[config.mk]
export PLATFORM = sky130hd
export DESIGN_NAME = dtd_decoder
export DESIGN_NICKNAME = d
export VERILOG_FILES = /design/src/dtd_pkg.sv /design/src/dtd_decoder.sv
export SDC_FILE = /design/constraint.sdc
export NUM_CORES = 1
export LEC_CHECK = 0
export BUFFER_PORTS_ARGS = -buffer_cell sky130_fd_sc_hd__buf_4
export CAP_MARGIN = 10
export CELL_PAD_IN_SITES_DETAIL_PLACEMENT = 0
export CELL_PAD_IN_SITES_GLOBAL_PLACEMENT = 2
export CORE_MARGIN = 1
export CORE_UTILIZATION = 27
export DETAILED_ROUTE_END_ITERATION = 10
export GPL_ROUTABILITY_DRIVEN = 1
export HOLD_SLACK_MARGIN = 0.1
export PLACE_DENSITY = 0.81
export SLEW_MARGIN = 20
export SYNTH_ARGS = -nofsm -noshare
export SYNTH_HDL_FRONTEND = slang
export SYNTH_SLANG_ARGS = --single-unit
[constraint.sdc]
create_clock -name clk_sys -period 1.6 [get_ports clk_sys]
set_input_delay 0.24 -clock clk_sys [delete_from_list [all_inputs] [get_ports clk_sys]]
set_output_delay 0.24 -clock clk_sys [all_outputs]
set_load 0.005 [all_outputs]
[src/dtd_pkg.sv]
package dtd_pkg;

    // opcode bytes of the decoded data-transfer group
    localparam logic [7:0] OPC_SEG_FROM_RM  = 8'h8E;
    localparam logic [7:0] OPC_SEG_TO_RM    = 8'h8C;
    localparam logic [7:0] OPC_TABLE_LOOKUP = 8'hD7;
    localparam logic [7:0] OPC_EA_LOAD      = 8'h8D;
    localparam logic [7:0] OPC_PTR_DATA_SEG = 8'hC5;
    localparam logic [7:0] OPC_PTR_EXTRA    = 8'hC4;
    localparam logic [7:0] OPC_FLAGS_TO_AH  = 8'h9F;
    localparam logic [7:0] OPC_AH_TO_FLAGS  = 8'h9E;

    // field positions
    localparam int SIZE_BIT      = 0;
    localparam int SENSE_BIT     = 1;
    localparam int MOD_HI        = 7;
    localparam int MOD_LO        = 6;
    localparam int REG_HI        = 5;
    localparam int REG_LO        = 3;
    localparam int SEG_ZERO_BIT  = 5;
    localparam int SEG_HI        = 4;
    localparam int SEG_LO        = 3;
    localparam int RM_HI         = 2;
    localparam int RM_LO         = 0;

    localparam logic [3:0] OP_RESET = 4'h0;

    typedef enum logic [3:0] {
        DTD_OP_NONE         = 4'h0,
        DTD_OP_SEG_FROM_RM  = 4'h1,
        DTD_OP_SEG_TO_RM    = 4'h2,
        DTD_OP_TABLE_LOOKUP = 4'h3,
        DTD_OP_EA_LOAD      = 4'h4,
        DTD_OP_PTR_DATA_SEG = 4'h5,
        DTD_OP_PTR_EXTRA    = 4'h6,
        DTD_OP_FLAGS_TO_AH  = 4'h7,
        DTD_OP_AH_TO_FLAGS  = 4'h8
    } dtd_op_t;

    typedef enum logic [1:0] {
        DTD_ST_OPCODE = 2'b01,
        DTD_ST_MODRM  = 2'b10
    } dtd_state_t;

endpackage : dtd_pkg

[src/dtd_decoder.sv]
`timescale 1ns/1ps
// How it works
// - opcode 8E copies register or memory into a segment register, second byte mod,0,seg,r/m.
// - opcode 8C copies a segment register into register or memory, same second-byte layout.
// - single byte D7 is the table lookup that replaces the low accumulator byte.
// - opcode 8D plus an addressing byte loads the effective address into a general register.
// - opcode C5 plus an addressing byte loads a pointer into a register and the data segment.
// - opcode C4 plus an addressing byte loads a pointer into a register and the extra segment.
// - single byte 9F copies the flags into the high accumulator byte.
// - single byte 9E stores the high accumulator byte into the flags.
module dtd_decoder (
    input  wire logic                   clk_sys,
    input  wire logic                   rst,
    input  wire logic                   byte_valid,
    input  wire logic [7:0]             byte_data,
    output logic                        dec_valid,
    output dtd_pkg::dtd_op_t            dec_op,
    output logic                        dec_word,
    output logic                        dec_reg_is_dest,
    output logic                        dec_has_modrm,
    output logic [1:0]                  dec_mod,
    output logic [2:0]                  dec_reg,
    output logic [1:0]                  dec_seg,
    output logic [2:0]                  dec_rm,
    output logic                        dec_illegal,
    output logic                        dec_unknown
);

    dtd_pkg::dtd_state_t state_q, state_d;
    dtd_pkg::dtd_op_t    pend_op_q, pend_op_d;
    logic [7:0]          pend_opc_q, pend_opc_d;

    logic                valid_q, valid_d;
    dtd_pkg::dtd_op_t    op_q, op_d;
    logic                word_q, word_d;
    logic                dest_q, dest_d;
    logic                modrm_q, modrm_d;
    logic [1:0]          mod_q, mod_d;
    logic [2:0]          reg_q, reg_d;
    logic [1:0]          seg_q, seg_d;
    logic [2:0]          rm_q, rm_d;
    logic                ill_q, ill_d;
    logic                unk_q, unk_d;

    always_comb begin
        state_d    = state_q;
        pend_op_d  = pend_op_q;
        pend_opc_d = pend_opc_q;
        valid_d    = 1'b0;
        op_d       = op_q;
        word_d     = word_q;
        dest_d     = dest_q;
        modrm_d    = modrm_q;
        mod_d      = mod_q;
        reg_d      = reg_q;
        seg_d      = seg_q;
        rm_d       = rm_q;
        ill_d      = 1'b0;
        unk_d      = 1'b0;
        case (state_q)
            dtd_pkg::DTD_ST_OPCODE: begin
                if (byte_valid) begin
                    pend_opc_d = byte_data;
                    case (byte_data)
                        dtd_pkg::OPC_SEG_FROM_RM: begin
                            pend_op_d = dtd_pkg::DTD_OP_SEG_FROM_RM;
                            state_d   = dtd_pkg::DTD_ST_MODRM;
                        end
                        dtd_pkg::OPC_SEG_TO_RM: begin
                            pend_op_d = dtd_pkg::DTD_OP_SEG_TO_RM;
                            state_d   = dtd_pkg::DTD_ST_MODRM;
                        end
                        dtd_pkg::OPC_EA_LOAD: begin
                            pend_op_d = dtd_pkg::DTD_OP_EA_LOAD;
                            state_d   = dtd_pkg::DTD_ST_MODRM;
                        end
                        dtd_pkg::OPC_PTR_DATA_SEG: begin
                            pend_op_d = dtd_pkg::DTD_OP_PTR_DATA_SEG;
                            state_d   = dtd_pkg::DTD_ST_MODRM;
                        end
                        dtd_pkg::OPC_PTR_EXTRA: begin
                            pend_op_d = dtd_pkg::DTD_OP_PTR_EXTRA;
                            state_d   = dtd_pkg::DTD_ST_MODRM;
                        end
                        dtd_pkg::OPC_TABLE_LOOKUP: begin
                            op_d    = dtd_pkg::DTD_OP_TABLE_LOOKUP;
                            valid_d = 1'b1;
                        end
                        dtd_pkg::OPC_FLAGS_TO_AH: begin
                            op_d    = dtd_pkg::DTD_OP_FLAGS_TO_AH;
                            valid_d = 1'b1;
                        end
                        dtd_pkg::OPC_AH_TO_FLAGS: begin
                            op_d    = dtd_pkg::DTD_OP_AH_TO_FLAGS;
                            valid_d = 1'b1;
                        end
                        default: begin
                            // bytes outside this group are flagged, not decoded
                            op_d  = dtd_pkg::DTD_OP_NONE;
                            unk_d = 1'b1;
                        end
                    endcase
                    if (valid_d) begin
                        // the single-byte forms all move one byte of the accumulator
                        word_d  = 1'b0;
                        dest_d  = 1'b0;
                        modrm_d = 1'b0;
                        mod_d   = 2'b00;
                        reg_d   = 3'b000;
                        seg_d   = 2'b00;
                        rm_d    = 3'b000;
                    end
                end
            end
            dtd_pkg::DTD_ST_MODRM: begin
                if (byte_valid) begin
                    state_d = dtd_pkg::DTD_ST_OPCODE;
                    valid_d = 1'b1;
                    op_d    = pend_op_q;
                    modrm_d = 1'b1;
                    mod_d   = byte_data[dtd_pkg::MOD_HI:dtd_pkg::MOD_LO];
                    reg_d   = byte_data[dtd_pkg::REG_HI:dtd_pkg::REG_LO];
                    seg_d   = byte_data[dtd_pkg::SEG_HI:dtd_pkg::SEG_LO];
                    rm_d    = byte_data[dtd_pkg::RM_HI:dtd_pkg::RM_LO];
                    // segment copies and address loads move words; none of these
                    // opcodes has a size bit of its own
                    word_d  = 1'b1;
                    // only the segment copies carry a sense bit; the loads always write reg
                    dest_d  = pend_opc_q[dtd_pkg::SENSE_BIT] ||
                              !(pend_op_q == dtd_pkg::DTD_OP_SEG_FROM_RM ||
                                pend_op_q == dtd_pkg::DTD_OP_SEG_TO_RM);
                    // the segment forms need a zero in the top reg bit
                    if ((pend_op_q == dtd_pkg::DTD_OP_SEG_FROM_RM ||
                         pend_op_q == dtd_pkg::DTD_OP_SEG_TO_RM) &&
                        byte_data[dtd_pkg::SEG_ZERO_BIT]) begin
                        ill_d = 1'b1;
                    end
                    // address loads with a register operand have no address to load
                    if ((pend_op_q == dtd_pkg::DTD_OP_EA_LOAD ||
                         pend_op_q == dtd_pkg::DTD_OP_PTR_DATA_SEG ||
                         pend_op_q == dtd_pkg::DTD_OP_PTR_EXTRA) &&
                        byte_data[dtd_pkg::MOD_HI:dtd_pkg::MOD_LO] == 2'b11) begin
                        ill_d = 1'b1;
                    end
                end
            end
            default: state_d = dtd_pkg::DTD_ST_OPCODE;
        endcase
    end

    always_ff @(posedge clk_sys) begin
        if (rst) begin
            state_q    <= dtd_pkg::DTD_ST_OPCODE;
            pend_op_q  <= dtd_pkg::DTD_OP_NONE;
            pend_opc_q <= 8'h00;
            valid_q    <= 1'b0;
            op_q       <= dtd_pkg::DTD_OP_NONE;
            word_q     <= 1'b0;
            dest_q     <= 1'b0;
            modrm_q    <= 1'b0;
            mod_q      <= 2'b00;
            reg_q      <= 3'b000;
            seg_q      <= 2'b00;
            rm_q       <= 3'b000;
            ill_q      <= 1'b0;
            unk_q      <= 1'b0;
        end else begin
            state_q    <= state_d;
            pend_op_q  <= pend_op_d;
            pend_opc_q <= pend_opc_d;
            valid_q    <= valid_d;
            op_q       <= op_d;
            word_q     <= word_d;
            dest_q     <= dest_d;
            modrm_q    <= modrm_d;
            mod_q      <= mod_d;
            reg_q      <= reg_d;
            seg_q      <= seg_d;
            rm_q       <= rm_d;
            ill_q      <= ill_d;
            unk_q      <= unk_d;
        end
    end

    assign dec_valid       = valid_q;
    assign dec_op          = op_q;
    assign dec_word        = word_q;
    assign dec_reg_is_dest = dest_q;
    assign dec_has_modrm   = modrm_q;
    assign dec_mod         = mod_q;
    assign dec_reg         = reg_q;
    assign dec_seg         = seg_q;
    assign dec_rm          = rm_q;
    assign dec_illegal     = ill_q;
    assign dec_unknown     = unk_q;

    property p_seg_from;
        @(posedge clk_sys) disable iff (rst)
        (state_q == dtd_pkg::DTD_ST_OPCODE && byte_valid && byte_data == 8'h8E)
        ##1 (state_q == dtd_pkg::DTD_ST_MODRM && byte_valid)
        |=> dec_valid && dec_op == dtd_pkg::DTD_OP_SEG_FROM_RM && dec_word && dec_reg_is_dest;
    endproperty
    a_seg_from: assert property (p_seg_from) else $error("8E not decoded");

    property p_seg_to;
        @(posedge clk_sys) disable iff (rst)
        (state_q == dtd_pkg::DTD_ST_OPCODE && byte_valid && byte_data == 8'h8C)
        ##1 (state_q == dtd_pkg::DTD_ST_MODRM && byte_valid)
        |=> dec_op == dtd_pkg::DTD_OP_SEG_TO_RM && dec_seg == $past(byte_data[4:3]);
    endproperty
    a_seg_to: assert property (p_seg_to) else $error("8C not decoded");

    property p_lookup;
        @(posedge clk_sys) disable iff (rst)
        state_q == dtd_pkg::DTD_ST_OPCODE && byte_valid && byte_data == 8'hD7
        |=> dec_valid && dec_op == dtd_pkg::DTD_OP_TABLE_LOOKUP && !dec_has_modrm && !dec_word;
    endproperty
    a_lookup: assert property (p_lookup) else $error("D7 not decoded");

    property p_ea;
        @(posedge clk_sys) disable iff (rst)
        (state_q == dtd_pkg::DTD_ST_OPCODE && byte_valid && byte_data == 8'h8D)
        ##1 (byte_valid && state_q == dtd_pkg::DTD_ST_MODRM)
        |=> dec_op == dtd_pkg::DTD_OP_EA_LOAD && dec_reg == $past(byte_data[5:3]);
    endproperty
    a_ea: assert property (p_ea) else $error("8D not decoded");

    property p_lds;
        @(posedge clk_sys) disable iff (rst)
        (state_q == dtd_pkg::DTD_ST_OPCODE && byte_valid && byte_data == 8'hC5)
        ##1 (byte_valid && state_q == dtd_pkg::DTD_ST_MODRM)
        |=> dec_valid && dec_op == dtd_pkg::DTD_OP_PTR_DATA_SEG && dec_word;
    endproperty
    a_lds: assert property (p_lds) else $error("C5 not decoded");

    property p_les;
        @(posedge clk_sys) disable iff (rst)
        (state_q == dtd_pkg::DTD_ST_OPCODE && byte_valid && byte_data == 8'hC4)
        ##1 (byte_valid && state_q == dtd_pkg::DTD_ST_MODRM)
        |=> dec_valid && dec_op == dtd_pkg::DTD_OP_PTR_EXTRA;
    endproperty
    a_les: assert property (p_les) else $error("C4 not decoded");

    property p_flags_to_high_acc;
        @(posedge clk_sys) disable iff (rst)
        state_q == dtd_pkg::DTD_ST_OPCODE && byte_valid && byte_data == 8'h9F
        |=> dec_valid && dec_op == dtd_pkg::DTD_OP_FLAGS_TO_AH && !dec_word;
    endproperty
    a_flags_to_high_acc: assert property (p_flags_to_high_acc) else $error("9F not decoded");

    property p_high_acc_to_flags;
        @(posedge clk_sys) disable iff (rst)
        state_q == dtd_pkg::DTD_ST_OPCODE && byte_valid && byte_data == 8'h9E
        |=> dec_valid && dec_op == dtd_pkg::DTD_OP_AH_TO_FLAGS && !dec_word;
    endproperty
    a_high_acc_to_flags: assert property (p_high_acc_to_flags) else $error("9E not decoded");

    property p_sense;
        @(posedge clk_sys) disable iff (rst)
        dec_valid && dec_has_modrm |-> dec_word &&
            dec_reg_is_dest == (dec_op != dtd_pkg::DTD_OP_SEG_TO_RM);
    endproperty
    a_sense: assert property (p_sense) else $error("sense bit wrong");

    c_two_byte: cover property (@(posedge clk_sys) dec_valid && dec_has_modrm);
    c_one_byte: cover property (@(posedge clk_sys) dec_valid && !dec_has_modrm);
    c_illegal:  cover property (@(posedge clk_sys) dec_illegal);
    c_unknown:  cover property (@(posedge clk_sys) dec_unknown);

endmodule : dtd_decoder

# Word level (Yosys, flattened, before mapping)
# Index checks and enable logic that the tools add are counted.
# word_totals
inputBits	11
out_inout_bits	20
register_bits	27
wordCells	92
# classes
n_reduce_logical	19
n_eq_ne	21
n_mux	36
n_bitwise	3
# ops
cell	count
== test 8 bit (second input constant)	8
one-hot mux 4 bit (5 select lines)	1
one-hot mux 4 bit (4 select lines)	1
two-way mux 2 bit	7
== test 4 x 3 -> 1 bit (second input constant)	3
two-way mux 1 bit	12
two-way mux 3 bit	4
one-hot mux 2 bit (2 select lines)	3
one-hot mux 3 bit (2 select lines)	2
OR reduction 3 bit	3
two-way mux 4 bit	2
!= test 2 bit (second input constant)	4
one-hot mux 4 bit (2 select lines)	1
AND reduction 4 bit	2
OR reduction 8 bit	1
one-hot mux 1 bit (2 select lines)	3
AND reduction 3 bit	2
nonzero test 5 bit	1
OR reduction 5 bit	1
== test 2 bit (second input constant)	2
== test 4 x 1 -> 1 bit (second input constant)	1
== test 4 x 2 -> 1 bit (second input constant)	1
logical OR 1 bit	4
inverter 1 bit	3
6 further kinds	7

# Logic depth before layout (Yosys ltp)
# depth
ltp_word	8
mapped_depth	6

# Worst setup path before layout
# OpenSTA, ideal clock, no wires.
# synth_timing
path_type	reg2reg
startpoint	register state_q[1]
endpoint	register op_q[3] (netlist: dec_op[3])
arrival_time_ps	1469
n_path_buf	0
required_ps	1533
period_less_slack_ps	1537
path_stages_with_launch	7
setup_slack_ps	63
path_cell_list	dfxtp_1 > inv_1 > ha_1 > and2_1 > a22o_1 > or3b_1 > a21oi_2
# synth_between
elab_chain_len	3
word_cells_on_any_way	8
cone_classes	eq/ne (5); mux (1); reduce/logical (2)
# synth_rtl
item	line_no	text
start: declaration	dtd_decoder.sv:29	dtd_pkg::dtd_state_t state_q, state_d;
start signal: assignment	dtd_decoder.sv:153	state_q <= dtd_pkg::DTD_ST_OPCODE;
start signal: assignment	dtd_decoder.sv:168	state_q <= state_d;
== test 2 x 1 -> 1 bit / == test 2 bit (equally long branches)	dtd_decoder.sv:60	case (state_q)
!= test 2 bit (no line) / nonzero test 2 bit (equally long branches)	n/a	
AND reduction 4 bit (no line)	n/a	
end signal: assignment	dtd_decoder.sv:157	op_q <= dtd_pkg::DTD_OP_NONE;
end signal: assignment	dtd_decoder.sv:172	op_q <= op_d;
end: declaration	dtd_decoder.sv:34	dtd_pkg::dtd_op_t op_q, op_d;
# Several ways; a longest one is shown, not always the timed one.
# A chain may end at the register's enable or synchronous reset.

# Worst setup path in the final report
# Same ends and word-level chain as after synthesis.

==> run metrics <==
met3 usage 2.74%; Rows 23; initial antenna violation count 0; Inserted Clock Buffers 3; P_leak 0.650 nW; synthesized instance count 116; largest family of logic cells by synthesized area compound AO/OA/AOI/OAI gates; Post-Synth XOR/XNOR Area 2.21%; ranking of synthesized cells by area dfxtp_1 41%, a22o_1 7.7%, a21oi_1 2.6%, a211oi_1 2.6%, a2111oi_4 2.4%; Crit Path Max Fanout 5; number of synthesized register bits 23; final setup fails 0; Ports 31; H-tree depth 1; TritonRoute pass-1 iters 4; GRT Max-Usage Layer met2; WL per Instance 14.0 um; crit end category flip-flop; core area 4030 um^2; peak supply drop 0.236 mV; Post-Synth Simple-Gate Area 18.0%; total power 1.12 mW; Core Util, Final 39.4%; worst hold margin 0.203 ns; Peak Freq 645 MHz; Synth Area in Compound Gates 30.5%; CP required 1.80 ns; first-pass GRT wire length 4270 um; syn avg cell area 9.77 um^2; share of layout cells above drive strength 1 45.2%; Post-DP Area 1430 um^2; Primary FF master, synth dfxtp_1; Die W 66.8 um; RD Place Congestion 0.795; clock skew 0.00423 ns; GRT Util Overall 13.0%; vias 1023; Synth Area in Adders 2.21%; Die H 66.8 um; mux cell area share after synthesis 0%; dominant cell type by area after synthesis dfxtp_1; sequential share of the synthesized area 40.6%; drt drc 0; met2 GRT Util 21.8%; area grow syn2layout 40.1%; slowest CP cell or3b_4; Final Hold Vio Count 0; maximum clock path buffer count 2; die area 4460 um^2; Slew headroom 68.3%; Tcrit/Tclk final 96.8%; Post-synth EDFFs 0; commonest non-fill, non-tap cell in the layout buf_4; Detailed Route WL 2860 um; Post-Syn Nets 129; type of the most critical hold path in -> reg; design area 1590 um^2; Via density 4.99; Startpoint Class flip-flop; FILL cells 432; post-synth cell types 43; Max stage delay on crit path 0.39 ns; crit path kind reg -> reg; hold bufs inserted after CTS 0; number of global-route vias before repair 920; Slew Limit Fails 0; clock tree sinks 23; TNS Setup 0 ns; antenna-violating nets left 0; max FFs per register 4; global route overflow 0; maxcap violations 0; Clock Latency Late Sink 0.26 ns; outcome finished, final reports clean; ys async rst share 0%; Reg clk slew, reported paths 0.09 ns; Initial Util 28.1%; crit-path cells inv_2, ha_4, and2_4, a22o_4, or3b_4, a21oi_2; Ys Warns 0; pwr dens 704 nW/um^2; largest net degree at the start of global routing 15; First DRT Iteration DRCs 21; Tmin final 1.55 ns; area share of the largest cell type after synthesis 40.6%; n_diodes 0; leading cell types in the layout, fill and taps excluded 41 x buf_4, 21 x dfxtp_1, 9 x a22o_1; worst-margin pin slew 0.464 ns; synthesized area 1130 um^2; CTS tree done; critical path arrival 1.75 ns; DP HPWL 2070 um; GRT met1 Usage 15.7%; PortBufs 30; RSZ-0062 raised after global routing yes; nets 169; CTS root buf clkbuf_8
logic make-up after synthesis:
kind of cell,count (synthesis)
compound gates,43
xor+xnor,2
fa+ha+maj,2
buf+inv,14
flops,23
simple gates,32
routing by layer:
| metal | wire, um | share of wire, % | vias up |
|---|---|---|---|
| met4 | 33 | 1.2 | 0 |
| met5 | 0 | 0 | - |
| met3 | 67 | 2.3 | 2 |
| met1 | 1350 | 47 | 491 |
| li1 | - | - | 514 |
| met2 | 1410 | 49 | 16 |
worst max-delay path: cells and delay by family, from the launching register on:
kind / cells / cell delay [ns]
AO/OA/AOI/OAI: 2 / 0.39
AND/OR/NAND/NOR: 2 / 0.53
flip-flops: 1 / 0.35
adder cells (fa/ha/maj): 1 / 0.17
buffers and inverters: 1 / 0.05
repair_timing:
item,4_1_cts,5_1_grt
pin swaps,0,9
cloned,0,1
setup buffers,0,3
gates resized for setup,2,16
endpoints found under the setup margin,14,14
power by group:
part           total (mW)  internal [mW]  switching [mW]
logic               0.164         0.0762          0.0881
clock network       0.368          0.176           0.192
registers           0.585          0.581         0.00443
Yosys cell counts (2+ instances only):
library cell,instances
dfxtp_1,23
a22o_1,10
inv_1,7
a21oi_1,6
nand2_1,5
a211oi_1,4
nor3_1,4
o21ai_0,4
a21o_1,3
a32oi_1,3
buf_4,3
nand3_1,3
nor2_1,3
nor2b_1,3
o21ai_1,3
ha_1,2
nand2b_1,2
nand3b_1,2
o311ai_0,2
worst paths after layout:
kind / slack [ns] / start / end / cells past startpoint
worst min register to register: 0.47 / pend_opc_q[1]$_SDFFE_PP0P_ / pend_opc_q[1]$_SDFFE_PP0P_ / 2
worst max register to register: 0.05 / state_q[1]$_SDFFE_PP0P_ / dec_op[3]$_SDFFE_PP0P_ / 6
worst max-delay path: 0.05 / state_q[1]$_SDFFE_PP0P_ / dec_op[3]$_SDFFE_PP0P_ / 6
worst min-delay path: 0.20 / byte_data[2] / dec_rm[2]$_SDFFE_PP0P_ / 2
through the flow:
step                      cells  setup slack, ns
final                       205           0.0504
after global routing        205          -0.0205
after CTS                   201           0.0305
after detailed placement    197          -0.0450
after global placement      197          -0.0510
after floorplan             116           0.0635
final cells by class:
class                   instances  area [um^2]  area share (%)
clock inverters                 1         7.51           0.473
inverters                       7         26.3            1.65
flip-flops and latches         23          463            29.2
well taps                      50         62.6            3.94
clock buffers                   3         41.3            2.60
multi-input cells              80          679            42.8
repair buffers                 41          308            19.4
Note: power is estimated with default switching activity, not from simulation.
